===== src/verilog/lsct_map.vh =====
`ifndef LSCT_MAP_VH
`define LSCT_MAP_VH

// ***************************************************************
// register offsets
// ***************************************************************
`define LSCT_ADDR_COMMAND 8'h00
`define LSCT_ADDR_RESULT_LOW 8'h01
`define LSCT_ADDR_RESULT_HIGH 8'h02
// address bit that turns a write into a sync command
`define LSCT_SYNC_ADDR_BIT 7

// ***************************************************************
// command register fields
// ***************************************************************
`define LSCT_CMD_TIMING_SOURCE_BIT 4
`define LSCT_CMD_RES_HIGH_BIT 3
`define LSCT_CMD_RES_LOW_BIT 2
`define LSCT_CMD_RESET 8'h00
`define LSCT_RESULT_RESET 8'h00

// ***************************************************************
// timing mode codes (command bits 4:2)
// ***************************************************************
`define LSCT_MODE_INT16 3'h0
`define LSCT_MODE_INT12 3'h1
`define LSCT_MODE_INT8 3'h2
`define LSCT_MODE_INT4 3'h3
`define LSCT_MODE_EXT_ADC 3'h4
`define LSCT_MODE_EXT_TIMER 3'h5

// ***************************************************************
// integration counts in oscillator cycles
// ***************************************************************
`define LSCT_CYCLES_16 17'h10000
`define LSCT_CYCLES_12 17'h01000
`define LSCT_CYCLES_8 17'h00100
`define LSCT_CYCLES_4 17'h00010
`define LSCT_TIMER_LIMIT 16'hFFFF

`endif


===== src/verilog/lsct_core.v =====
`timescale 1ns/10ps
`default_nettype none

`include "lsct_map.vh"

module lsct_core #(
   parameter DATA_WIDTH = 16,
   parameter SYNC_STAGES = 3
) (
   // clock and reset
   input wire i_clk,
   input wire i_arst_n,
   // register write port from the serial slave
   input wire i_wr_en,
   input wire [7:0] i_wr_addr,
   input wire [7:0] i_wr_data,
   // register read port from the serial slave
   input wire i_rd_en,
   input wire [7:0] i_rd_addr,
   output reg [7:0] o_rd_data,
   // analog front end pins
   input wire i_osc_clock,
   input wire i_charge_pulse,
   // status
   output reg o_integrating,
   output reg o_conv_done
);

   // ***************************************************************
   // pin synchronisers
   // ***************************************************************
   // both pins use the same synchroniser depth, so a charge tick never outruns its oscillator tick
   wire [1:0] pin_raw;
   wire [1:0] pin_rise;
   assign pin_raw = {i_charge_pulse, i_osc_clock};

   genvar g;
   generate
      for (g = 0; g < 2; g = g + 1) begin : g_pin
         reg [SYNC_STAGES-1:0] sync_pipe;
         reg pin_level;
         // three stages; only the agreeing later two feed the edge detect
         always @(posedge i_clk or negedge i_arst_n) begin
            if (!i_arst_n) begin
               sync_pipe <= {SYNC_STAGES{1'b0}};
            end else begin
               sync_pipe <= {sync_pipe[SYNC_STAGES-2:0], pin_raw[g]};
            end
         end
         // the counted level moves only while stages two and three agree
         always @(posedge i_clk or negedge i_arst_n) begin
            if (!i_arst_n) begin
               pin_level <= 1'b0;
            end else if (sync_pipe[1] == sync_pipe[2]) begin
               pin_level <= sync_pipe[2];
            end
         end
         // a rise counts in the cycle the later two stages first agree high
         assign pin_rise[g] = sync_pipe[1] & sync_pipe[2] & ~pin_level;
      end
   endgenerate

   wire osc_tick;
   wire charge_tick;
   assign osc_tick = pin_rise[0];
   assign charge_tick = pin_rise[1];

   // ***************************************************************
   // command register and decode
   // ***************************************************************
   reg [7:0] command;
   wire cmd_write;
   wire sync_cmd;
   wire [2:0] timing_mode;
   wire timing_source_select;
   wire ext_mode;
   wire int_mode;
   wire mode_change;

   assign cmd_write = i_wr_en && !i_wr_addr[`LSCT_SYNC_ADDR_BIT] && (i_wr_addr == `LSCT_ADDR_COMMAND);
   assign sync_cmd = i_wr_en && i_wr_addr[`LSCT_SYNC_ADDR_BIT];
   assign timing_mode = command[`LSCT_CMD_TIMING_SOURCE_BIT:`LSCT_CMD_RES_LOW_BIT];
   assign timing_source_select = command[`LSCT_CMD_TIMING_SOURCE_BIT];
   // reserved codes 110 and 111 run neither timing scheme
   assign ext_mode = (timing_mode == `LSCT_MODE_EXT_ADC) || (timing_mode == `LSCT_MODE_EXT_TIMER);
   assign int_mode = !timing_source_select;
   // a new timing code abandons the running integration
   assign mode_change = cmd_write &&
      (i_wr_data[`LSCT_CMD_TIMING_SOURCE_BIT:`LSCT_CMD_RES_LOW_BIT] != timing_mode);

   // bits 7 to 5 and 1 to 0 are stored for readback only; they steer nothing here
   // command register; result registers are read-only so other writes drop
   always @(posedge i_clk or negedge i_arst_n) begin
      if (!i_arst_n) begin
         command <= `LSCT_CMD_RESET;
      end else if (cmd_write) begin
         command <= i_wr_data;
      end
   end

   // ***************************************************************
   // internal integration length
   // ***************************************************************
   reg [16:0] int_cycles;
   reg [16:0] int_max_count;
   // the ceiling sits one below the cycle count, so full scale reads as 2^n-1
   // resolution select bits 3:2 give 2^n cycles and an n-bit ceiling
   always @* begin
      case (command[`LSCT_CMD_RES_HIGH_BIT:`LSCT_CMD_RES_LOW_BIT])
         2'h0: int_cycles = `LSCT_CYCLES_16;
         2'h1: int_cycles = `LSCT_CYCLES_12;
         2'h2: int_cycles = `LSCT_CYCLES_8;
         default: int_cycles = `LSCT_CYCLES_4;
      endcase
      int_max_count = int_cycles - 17'h00001;
   end

   // ***************************************************************
   // integration counters
   // ***************************************************************
   reg [16:0] osc_count;
   reg [16:0] charge_count;
   reg ext_running;
   wire int_end;
   wire ext_end;
   wire conv_end;
   wire restart;
   wire [16:0] charge_next;
   wire [16:0] osc_next;

   // internal interval closes on the oscillator edge that makes 2^n
   assign int_end = int_mode && osc_tick && (osc_count == int_max_count);
   // external interval closes only on a sync after the first one
   assign ext_end = ext_mode && ext_running && sync_cmd;
   assign conv_end = int_end || ext_end;
   // the sync that ends one interval starts the next on the same edge
   assign restart = conv_end || mode_change || (ext_mode && sync_cmd);
   assign charge_next = charge_count + {16'h0000, charge_tick};
   assign osc_next = osc_count + 17'h00001;

   // a sync and a command write never share a cycle, so no priority is lost here
   // external run flag: first sync arms it, mode change drops it
   always @(posedge i_clk or negedge i_arst_n) begin
      if (!i_arst_n) begin
         ext_running <= 1'b0;
      end else if (mode_change) begin
         ext_running <= 1'b0;
      end else if (ext_mode && sync_cmd) begin
         ext_running <= 1'b1;
      end
   end

   // oscillator cycle counter; same tick source in either mode
   always @(posedge i_clk or negedge i_arst_n) begin
      if (!i_arst_n) begin
         osc_count <= 17'h00000;
      end else if (restart) begin
         osc_count <= 17'h00000;
      end else if (osc_tick && (int_mode || ext_running)) begin
         // external count stops at the 16-bit ceiling rather than wrap
         // a saturated count means the host spaced its syncs too far apart
         if (ext_mode && (osc_count[15:0] == `LSCT_TIMER_LIMIT)) begin
            osc_count <= osc_count;
         end else begin
            osc_count <= osc_next;
         end
      end
   end

   // charge pulse counter, the conversion value itself
   // counting is held off in the reserved codes and before the first sync
   always @(posedge i_clk or negedge i_arst_n) begin
      if (!i_arst_n) begin
         charge_count <= 17'h00000;
      end else if (restart) begin
         charge_count <= 17'h00000;
      end else if (int_mode || ext_running) begin
         if (charge_next > {1'b0, `LSCT_TIMER_LIMIT}) begin
            charge_count <= {1'b0, `LSCT_TIMER_LIMIT};
         end else begin
            charge_count <= charge_next;
         end
      end
   end

   // ***************************************************************
   // conversion captures
   // ***************************************************************
   reg [DATA_WIDTH-1:0] adc_capture;
   reg [DATA_WIDTH-1:0] timer_capture;
   wire [16:0] adc_clamped;
   wire [DATA_WIDTH-1:0] adc_final;
   wire [DATA_WIDTH-1:0] timer_final;

   // internal result cannot exceed n bits
   assign adc_clamped = (int_mode && (charge_count > int_max_count)) ? int_max_count : charge_count;
   assign adc_final = adc_clamped[DATA_WIDTH-1:0];
   assign timer_final = osc_count[DATA_WIDTH-1:0];

   // keep both values of the last interval so a later code swap can show either
   always @(posedge i_clk or negedge i_arst_n) begin
      if (!i_arst_n) begin
         adc_capture <= {DATA_WIDTH{1'b0}};
         timer_capture <= {DATA_WIDTH{1'b0}};
      end else if (conv_end) begin
         adc_capture <= adc_final;
         timer_capture <= timer_final;
      end
   end

   // ***************************************************************
   // result registers
   // ***************************************************************
   reg [7:0] result_low_byte;
   reg [7:0] result_high_byte;
   reg [DATA_WIDTH-1:0] result_pick;
   wire show_timer;
   wire reload;
   wire new_code_ext;
   wire code_swap;

   assign show_timer = (timing_mode == `LSCT_MODE_EXT_TIMER);
   // a swap keeps timing external: new bit 4 set, new bit 3 clear, code differs
   assign new_code_ext = i_wr_data[`LSCT_CMD_TIMING_SOURCE_BIT] && !i_wr_data[`LSCT_CMD_RES_HIGH_BIT];
   assign code_swap = mode_change && ext_mode && new_code_ext;
   // swapping between external ADC and timer codes re-presents the held interval
   assign reload = code_swap;

   // source for the byte pair: fresh values at end, held values on reload
   always @* begin
      if (conv_end) begin
         result_pick = show_timer ? timer_final : adc_final;
      end else if (i_wr_data[`LSCT_CMD_RES_LOW_BIT]) begin
         result_pick = timer_capture;
      end else begin
         result_pick = adc_capture;
      end
   end

   // a reload needs a command write and an end needs a sync or internal timing, so they never meet
   // both bytes load in the same edge, never one without the other
   always @(posedge i_clk or negedge i_arst_n) begin
      if (!i_arst_n) begin
         result_low_byte <= `LSCT_RESULT_RESET;
         result_high_byte <= `LSCT_RESULT_RESET;
      end else if (conv_end || reload) begin
         result_low_byte <= result_pick[7:0];
         result_high_byte <= result_pick[15:8];
      end
   end

   // ***************************************************************
   // read port and status
   // ***************************************************************
   // reads have no side effects, so the host may poll the result bytes freely
   // read data appears one edge after the request; unmapped reads give zero
   always @(posedge i_clk or negedge i_arst_n) begin
      if (!i_arst_n) begin
         o_rd_data <= 8'h00;
      end else if (i_rd_en) begin
         if (i_rd_addr == `LSCT_ADDR_COMMAND) begin
            o_rd_data <= command;
         end else if (i_rd_addr == `LSCT_ADDR_RESULT_LOW) begin
            o_rd_data <= result_low_byte;
         end else if (i_rd_addr == `LSCT_ADDR_RESULT_HIGH) begin
            o_rd_data <= result_high_byte;
         end else begin
            o_rd_data <= 8'h00;
         end
      end
   end

   // integrating rises on the edge of the arming sync, the same edge that sets the run flag
   // status flags for the surrounding control logic
   always @(posedge i_clk or negedge i_arst_n) begin
      if (!i_arst_n) begin
         o_integrating <= 1'b0;
         o_conv_done <= 1'b0;
      end else begin
         o_integrating <= int_mode || ext_running || (ext_mode && sync_cmd);
         o_conv_done <= conv_end;
      end
   end

endmodule // lsct_core

`default_nettype wire


===== config.mk =====
export PLATFORM = sky130hd
export DESIGN_NAME = lsct_core
export DESIGN_NICKNAME = d
export VERILOG_FILES = /design/src/verilog/lsct_core.v
export VERILOG_INCLUDE_DIRS = /design/src /design/src/verilog
export SDC_FILE = /design/constraint.sdc
export NUM_CORES = 1
export LEC_CHECK = 0
export BUFFER_PORTS_ARGS = -buffer_cell sky130_fd_sc_hd__buf_2
export CORE_ASPECT_RATIO = 1.5
export CORE_UTILIZATION = 30
export CTS_CLUSTER_SIZE = 28
export DETAILED_ROUTE_END_ITERATION = 10
export GPL_ROUTABILITY_DRIVEN = 0
export HOLD_SLACK_MARGIN = 0.03
export PLACE_DENSITY = 0.54
export SYNTH_ARGS = -nofsm -noshare
export SYNTH_HDL_FRONTEND = slang
export SYNTH_SLANG_ARGS = --single-unit

===== constraint.sdc =====
create_clock -name i_clk -period 4.1 [get_ports i_clk]
set_input_delay 0.41 -clock i_clk [delete_from_list [all_inputs] [get_ports i_clk]]
set_output_delay 0.41 -clock i_clk [all_outputs]
set_load 0.01 [all_outputs]

Yosys cells after proc, flatten, opt, wreduce, memory -nomap -nowiden
Index checks and enable logic that the tools add are counted.
{ "word_totals": {"wordCells": 86, "ff_bits": 109, "mem_bits_rw": 0, "mem_count": 0, "mem_bits_ro": 0, "latchBits": 0, "output_inout_bits": 10, "inputBits": 30} }
{ "op_classes": {"n_eq_ne": 12, "n_shift": 0, "n_lt_le_gt_ge": 2, "bitwise_logic": 6, "addsub": 3, "reduce_logical": 32, "multipliers": 0, "n_mux": 16, "n_div": 0} }
{ "ops": {"columns": ["operator", "count"], "rows": [
  ["17-bit two-way mux", 6],
  ["16-bit two-way mux", 4],
  ["17-bit case mux with 3 select lines", 1],
  ["8-bit two-way mux", 3],
  ["17-bit by 1-bit adder with 17-bit output", 1],
  ["17-bit by 1-bit adder with 17-bit output, second input constant", 1],
  ["17-bit equality test", 1],
  ["17-bit by 16-bit > comparator with 1-bit output, second input constant", 1],
  ["17-bit > comparator", 1],
  ["17-bit by 1-bit subtractor with 17-bit output, second input constant", 1],
  ["16-bit equality test, second input constant", 1],
  ["8-bit logical NOT", 2],
  ["1-bit logical AND", 15],
  ["8-bit by 1-bit equality test with 1-bit output, second input constant", 1],
  ["8-bit by 2-bit equality test with 1-bit output, second input constant", 1],
  ["1-bit logical OR", 7],
  ["3-bit equality test, second input constant", 2],
  ["2-bit nonzero test", 3],
  ["1-bit bitwise AND", 4],
  ["1-bit logical NOT", 3],
  ["3-bit inequality test", 1],
  ["1-bit equality test", 2],
  ["2-bit by 1-bit equality test with 1-bit output, second input constant", 1],
  ["2-bit equality test, second input constant", 1],
  ["5 further kinds", 7]
]} }

Depth between registers and ports, before layout
{ "depth": {"word_depth": 10, "mapped_depth": 11, "ltp_nobuf": 9} }

Least setup slack after synthesis
Ideal clock, no wire load.
{ "synth_timing": {"path_type": "register -> register", "from": "register command[3]", "to": "register result_low_byte[2]", "synth_period_minus_slack_ns": 3.054, "path_slack_ns": 1.046, "required_ns": 3.979, "stages_incl_launch_ff": 12, "arrival_ns": 2.933, "setup_time_ns": 0.121, "path_buffers": 2, "path_cell_list": "dfrtp_1 > clkbuf_1 > nand2_1 > inv_1 > ha_1 > a21oi_1 > o211ai_1 > a2111oi_1 > nor3_1 > clkbuf_1 > or4_1 > a22o_1"} }
{ "synth_via": {"elab_chain_len": 8, "word_cells_on_any_way": 23, "classes_between": "1 x add/sub; 1 x order compare; 6 x eq/ne; 4 x mux; 11 x reduce/logical"} }
{ "synth_rtl": {"columns": ["element", "line", "rtl"], "rows": [
  ["start: declaration", "lsct_core.v:71", "reg [7:0] command;"],
  ["start signal: assignment", "lsct_core.v:95", "command <= `LSCT_CMD_RESET;"],
  ["start signal: assignment", "lsct_core.v:97", "command <= i_wr_data;"],
  ["2-bit equality test, or another cell as far along", "lsct_core.v:109", "case (command[`LSCT_CMD_RES_HIGH_BIT:`LSCT_CMD_RES_LOW_BIT])"],
  ["17-bit case mux with 3 select lines", "lsct_core.v:109", null],
  ["17-bit by 1-bit subtractor with 17-bit output", "lsct_core.v:115", "int_max_count = int_cycles - 17'h00001;"],
  ["17-bit > comparator", "lsct_core.v:196", "assign adc_clamped = (int_mode && (charge_count > int_max_count)) ? int_max_count : charge_count;"],
  ["1-bit logical AND", "lsct_core.v:196", null],
  ["16-bit two-way mux", "lsct_core.v:196", null],
  ["16-bit two-way mux", "lsct_core.v:232", "result_pick = show_timer ? timer_final : adc_final;"],
  ["16-bit two-way mux", "lsct_core.v:231", "if (conv_end) begin"],
  ["end signal: assignment", "lsct_core.v:244", "result_low_byte <= `LSCT_RESULT_RESET;"],
  ["end signal: assignment", "lsct_core.v:247", "result_low_byte <= result_pick[7:0];"],
  ["end: declaration", "lsct_core.v:214", "reg [7:0] result_low_byte;"]
]} }
Several ways; a longest one is shown, not always the timed one.
A chain may end at the register's enable or synchronous reset.

Worst setup path in the final report
{ "layout_timing": {"from": "register command[3]", "to": "register adc_capture[12]"} }
{ "layout_via": {"elab_chain_len": 6, "word_cells_on_any_way": 16, "classes_between": "1 x add/sub; 1 x order compare; 5 x eq/ne; 2 x mux; 7 x reduce/logical"} }
{ "layout_rtl": {"columns": ["element", "line", "rtl"], "rows": [
  ["2-bit equality test, or another cell as far along", "lsct_core.v:109", null],
  ["17-bit case mux with 3 select lines", "lsct_core.v:109", null],
  ["17-bit by 1-bit subtractor with 17-bit output", "lsct_core.v:115", null],
  ["17-bit > comparator / 17-bit equality test (equally long branches)", "lsct_core.v:196, lsct_core.v:132", null],
  ["1-bit logical AND (on tied branches)", "lsct_core.v:196, lsct_core.v:132", null],
  ["16-bit two-way mux / 1-bit logical OR (equally long branches)", "lsct_core.v:196, lsct_core.v:135", null],
  ["end signal: assignment", "lsct_core.v:203", "adc_capture <= {DATA_WIDTH{1'b0}};"],
  ["end signal: assignment", "lsct_core.v:206", "adc_capture <= adc_final;"],
  ["end: declaration", "lsct_core.v:189", "reg [DATA_WIDTH-1:0] adc_capture;"]
]} }
Several ways; a longest one is shown, not always the timed one.

==> flow_metrics.tcl <==
set metrics [dict create \
    hpwl_um 12000 \
    p_leak_nw 3.07 \
    totalPowerFinal_mw 3.27 \
    slowest_stage "dfrtp_1" \
    portBuffers 39 \
    grt_max_degree 74 \
    switching_share_pct 36.9 \
    die_y_um 173 \
    finalMaxSlewViolations 0 \
    grt.total_usage_pct 17.2 \
    worst-setup-path-type "reg2reg" \
    areaGrowthSynthToFinish_pct 12.5 \
    ys_warn_count 0 \
    holdWs_ns 0.154 \
    nets 702 \
    clock-sinks 109 \
    syn_nets 682 \
    initial_core_util_pct 30.6 \
    ios 40 \
    min_period_over_period_pct 85.8 \
    vias_per_cell 5.33 \
    avgRoutedWirePerCell_um 17.7 \
    diodes 0 \
    timing.final.ws_setup_ns 0.582 \
    cp_max_fo 21 \
    drcViolationCount 0 \
    netlist_top_cells_count "dfrtp_1 (109), nand2_1 (79), nor2_1 (76), a21oi_1 (38), clkbuf_1 (32)" \
    synth_area_leaders "dfrtp_1 (47%), nand2_1 (5.1%), nor2_1 (4.9%), mux2i_1 (4.6%), ha_1 (3.9%)" \
    ctsHoldBuffers 0 \
    drive_gt1_share_pct 12.7 \
    synth_area_mm2 0.00585 \
    slew_headroom_pct 35.3 \
    first_iter_violations 281 \
    dp_slack_ns 0.655 \
    drtAntennaViolNets 0 \
    gr-total-overflow 0 \
    cp_num_buf_inv 1 \
    coreArea_mm2 0.0191 \
    p_seq_share_pct 49.8 \
    hold_viol_final 0 \
    cp-start-kind "flop" \
    cp.required_ns 4.34 \
    numCtsBuffers 9 \
    cpPeakStageDelay_ns 0.67 \
    rows 62 \
    status "completed" \
    yosysUniqueCellTypes 54 \
    path_delay_family "compound AO/OA/AOI/OAI gates" \
    cts_tree "yes" \
    cp-end-kind "flop" \
    final.fill_count 2041 \
    netlist_instances 634 \
    hold_path.class "in2reg" \
    timing.fmax_mhz 284 \
    cts-root-buf "clkbuf_16" \
    p_sw_mw 1.21 \
    rsz0062_at_grt "false" \
    cap_violations 0 \
    synthArstFlopShare_pct 100 \
    synth_edf_count 0 \
    htree_levels 3 \
    routed_wl_um 16200 \
    antenna_found_initial 0 \
    first_global_vias 5024 \
    synth-main-ff-cell "dfrtp_1" \
    clk-insertion-delay-late_ns 0.36 \
    clkTransAtPathRegs_ns 0.07 \
    p_comb_share_pct 24.0 \
    cellPowerDensity_mw_per_mm2 498 \
    yosys.area.top_type_share_pct 46.7 \
    intPower_mw 2.07 \
    post-cts-setup-buffer-count 0 \
    yosysTopAreaCell "dfrtp_1" \
    grt_first_pass_wirelength_um 26200 \
    cts_buffer_depth 2 \
    setup_viol 0 \
    tns_ns 0 \
    dieArea_mm2 0.0201 \
    pwr-share-clk_pct 26.2 \
    drtPass1Iterations 5 \
    vias 4880 \
    avgSynthCellArea_um2 9.22 \
    ys_seq_area_share_pct 46.7 \
    worst_pin_slew_ns 0.970 \
    cp_data_arrival_time_ns 3.76 \
    ys_seq_elements 109 \
    ir_worst_vdd_v 0.000204 \
    cp_cell_sequence "nand2_1, inv_1, ha_1, a21oi_1, o211ai_1, a2111oi_1, or3_1, o21ai_0, o22a_1" \
    fin_skew_ns 0.00807 \
    dieWidth_um 116 \
    synth.most_common_cell "dfrtp_1" \
    finalCriticalPeriod_ns 3.52 \
    ctsResizeCount 0 \
]
-- placed cells by master (no fill, tap or decap), types with 3 or more instances in the layout --
cell type | netlist | layout
nor3_1 | 11 | 11
mux2i_1 | 27 | 27
nor4_1 | 5 | 5
or4_1 | 5 | 5
o22a_1 | 8 | 8
nand2b_1 | 4 | 4
and3_1 | 16 | 16
inv_1 | 15 | 15
o21a_1 | 3 | 3
nor2_1 | 76 | 76
xor2_1 | 9 | 9
a31oi_1 | 9 | 9
and2_1 | 7 | 7
nand3_1 | 18 | 18
or3_1 | 7 | 7
xnor2_1 | 8 | 8
a21o_1 | 3 | 3
a32oi_1 | 4 | 4
a211o_1 | 7 | 7
buf_2 | 6 | 38
a21oi_1 | 38 | 38
ha_1 | 18 | 18
mux2_2 | 11 | 11
a311oi_1 | 3 | 3
clkbuf_16 | 0 | 9
nand2_1 | 79 | 79
dfrtp_1 | 109 | 109
a22o_1 | 4 | 4
and4_1 | 8 | 8
buf_4 | 0 | 14
nor2b_1 | 5 | 5
o21ai_0 | 27 | 27
a211oi_1 | 4 | 4
a221oi_1 | 3 | 3
clkbuf_8 | 0 | 3
o22ai_1 | 8 | 8
nand4_1 | 12 | 12
-- final timing paths --
path                                             from               endpoint  slack, ns  cells after the start
min in group asynchronous                    i_arst_n           osc_count[8]       0.19                      1
max in group asynchronous                    i_arst_n         adc_capture[6]       2.87                      2
worst min register to register  g_pin[0].sync_pipe[0]  g_pin[0].sync_pipe[1]       0.35                      0
worst max register to register             command[3]        adc_capture[12]       0.58                      9
worst min-delay path                   i_charge_pulse  g_pin[1].sync_pipe[0]       0.15                      1
worst max-delay path                       command[3]        adc_capture[12]       0.58                      9
-- state kept, by name, indices dropped and copies added, names as in the netlist --
signal and count:
charge_count 17, osc_count 17, adc_capture 16, timer_capture 16, command 8, o_rd_data 8
result_high_byte 8, result_low_byte 8, g_pin.sync_pipe 6, g_pin.pin_level 2, ext_running 1, o_conv_done 1
o_integrating 1
-- per-stage QoR --
stage          cell area [µm²]  util [%]  std cells
2_1_floorplan             5850         -        634
3_3_place_gp              6280      32.9        899
3_5_place_dp              6280      32.9        899
4_1_cts                   6570      34.4        915
5_1_grt                   6570      34.4        915
6_report                  6570      34.4        915
-- metal layers --
layer  GRT usage, %  part of all wire (%)  vias up
li1               -                     -     2298
met3           1.72                   2.9       45
met1           19.1                    40     2411
met2           29.8                    51      126
met5              0                     0        -
met4           12.6                   6.0        0
-- layout make-up --
cell class	instances	area, µm²	share of cell area, %
Multi-Input combinational cell	467	2890	43.9
Sequential cell	109	2730	41.5
Clock buffer	13	270	4.11
Tap cell	256	320	4.87
Clock inverter	3	18.8	0.285
Timing Repair Buffer	52	295	4.49
Inverter	15	56.3	0.856
-- cell families (layout without fill, tap and decap cells) --
logic type / Yosys count / count (layout) / synth area share, %
simple gates: 263 / 263 / 21.8
xor+xnor: 17 / 17 / 2.55
compound gates: 131 / 131 / 14.4
flops: 109 / 109 / 46.7
fa+ha+maj: 18 / 18 / 3.85
buf+inv: 58 / 83 / 3.98
mux: 38 / 38 / 6.74
-- power by group through the flow --
stage	registers (mW)	logic, mW	clock network, mW
after floorplan	1.46	0.600	0
after global placement	1.64	0.760	0
after detailed placement	1.65	0.784	0
after CTS	1.63	0.787	0.880
after global routing	1.66	0.881	0.917
final	1.63	0.785	0.858
Power figures use the tool's default switching activity.
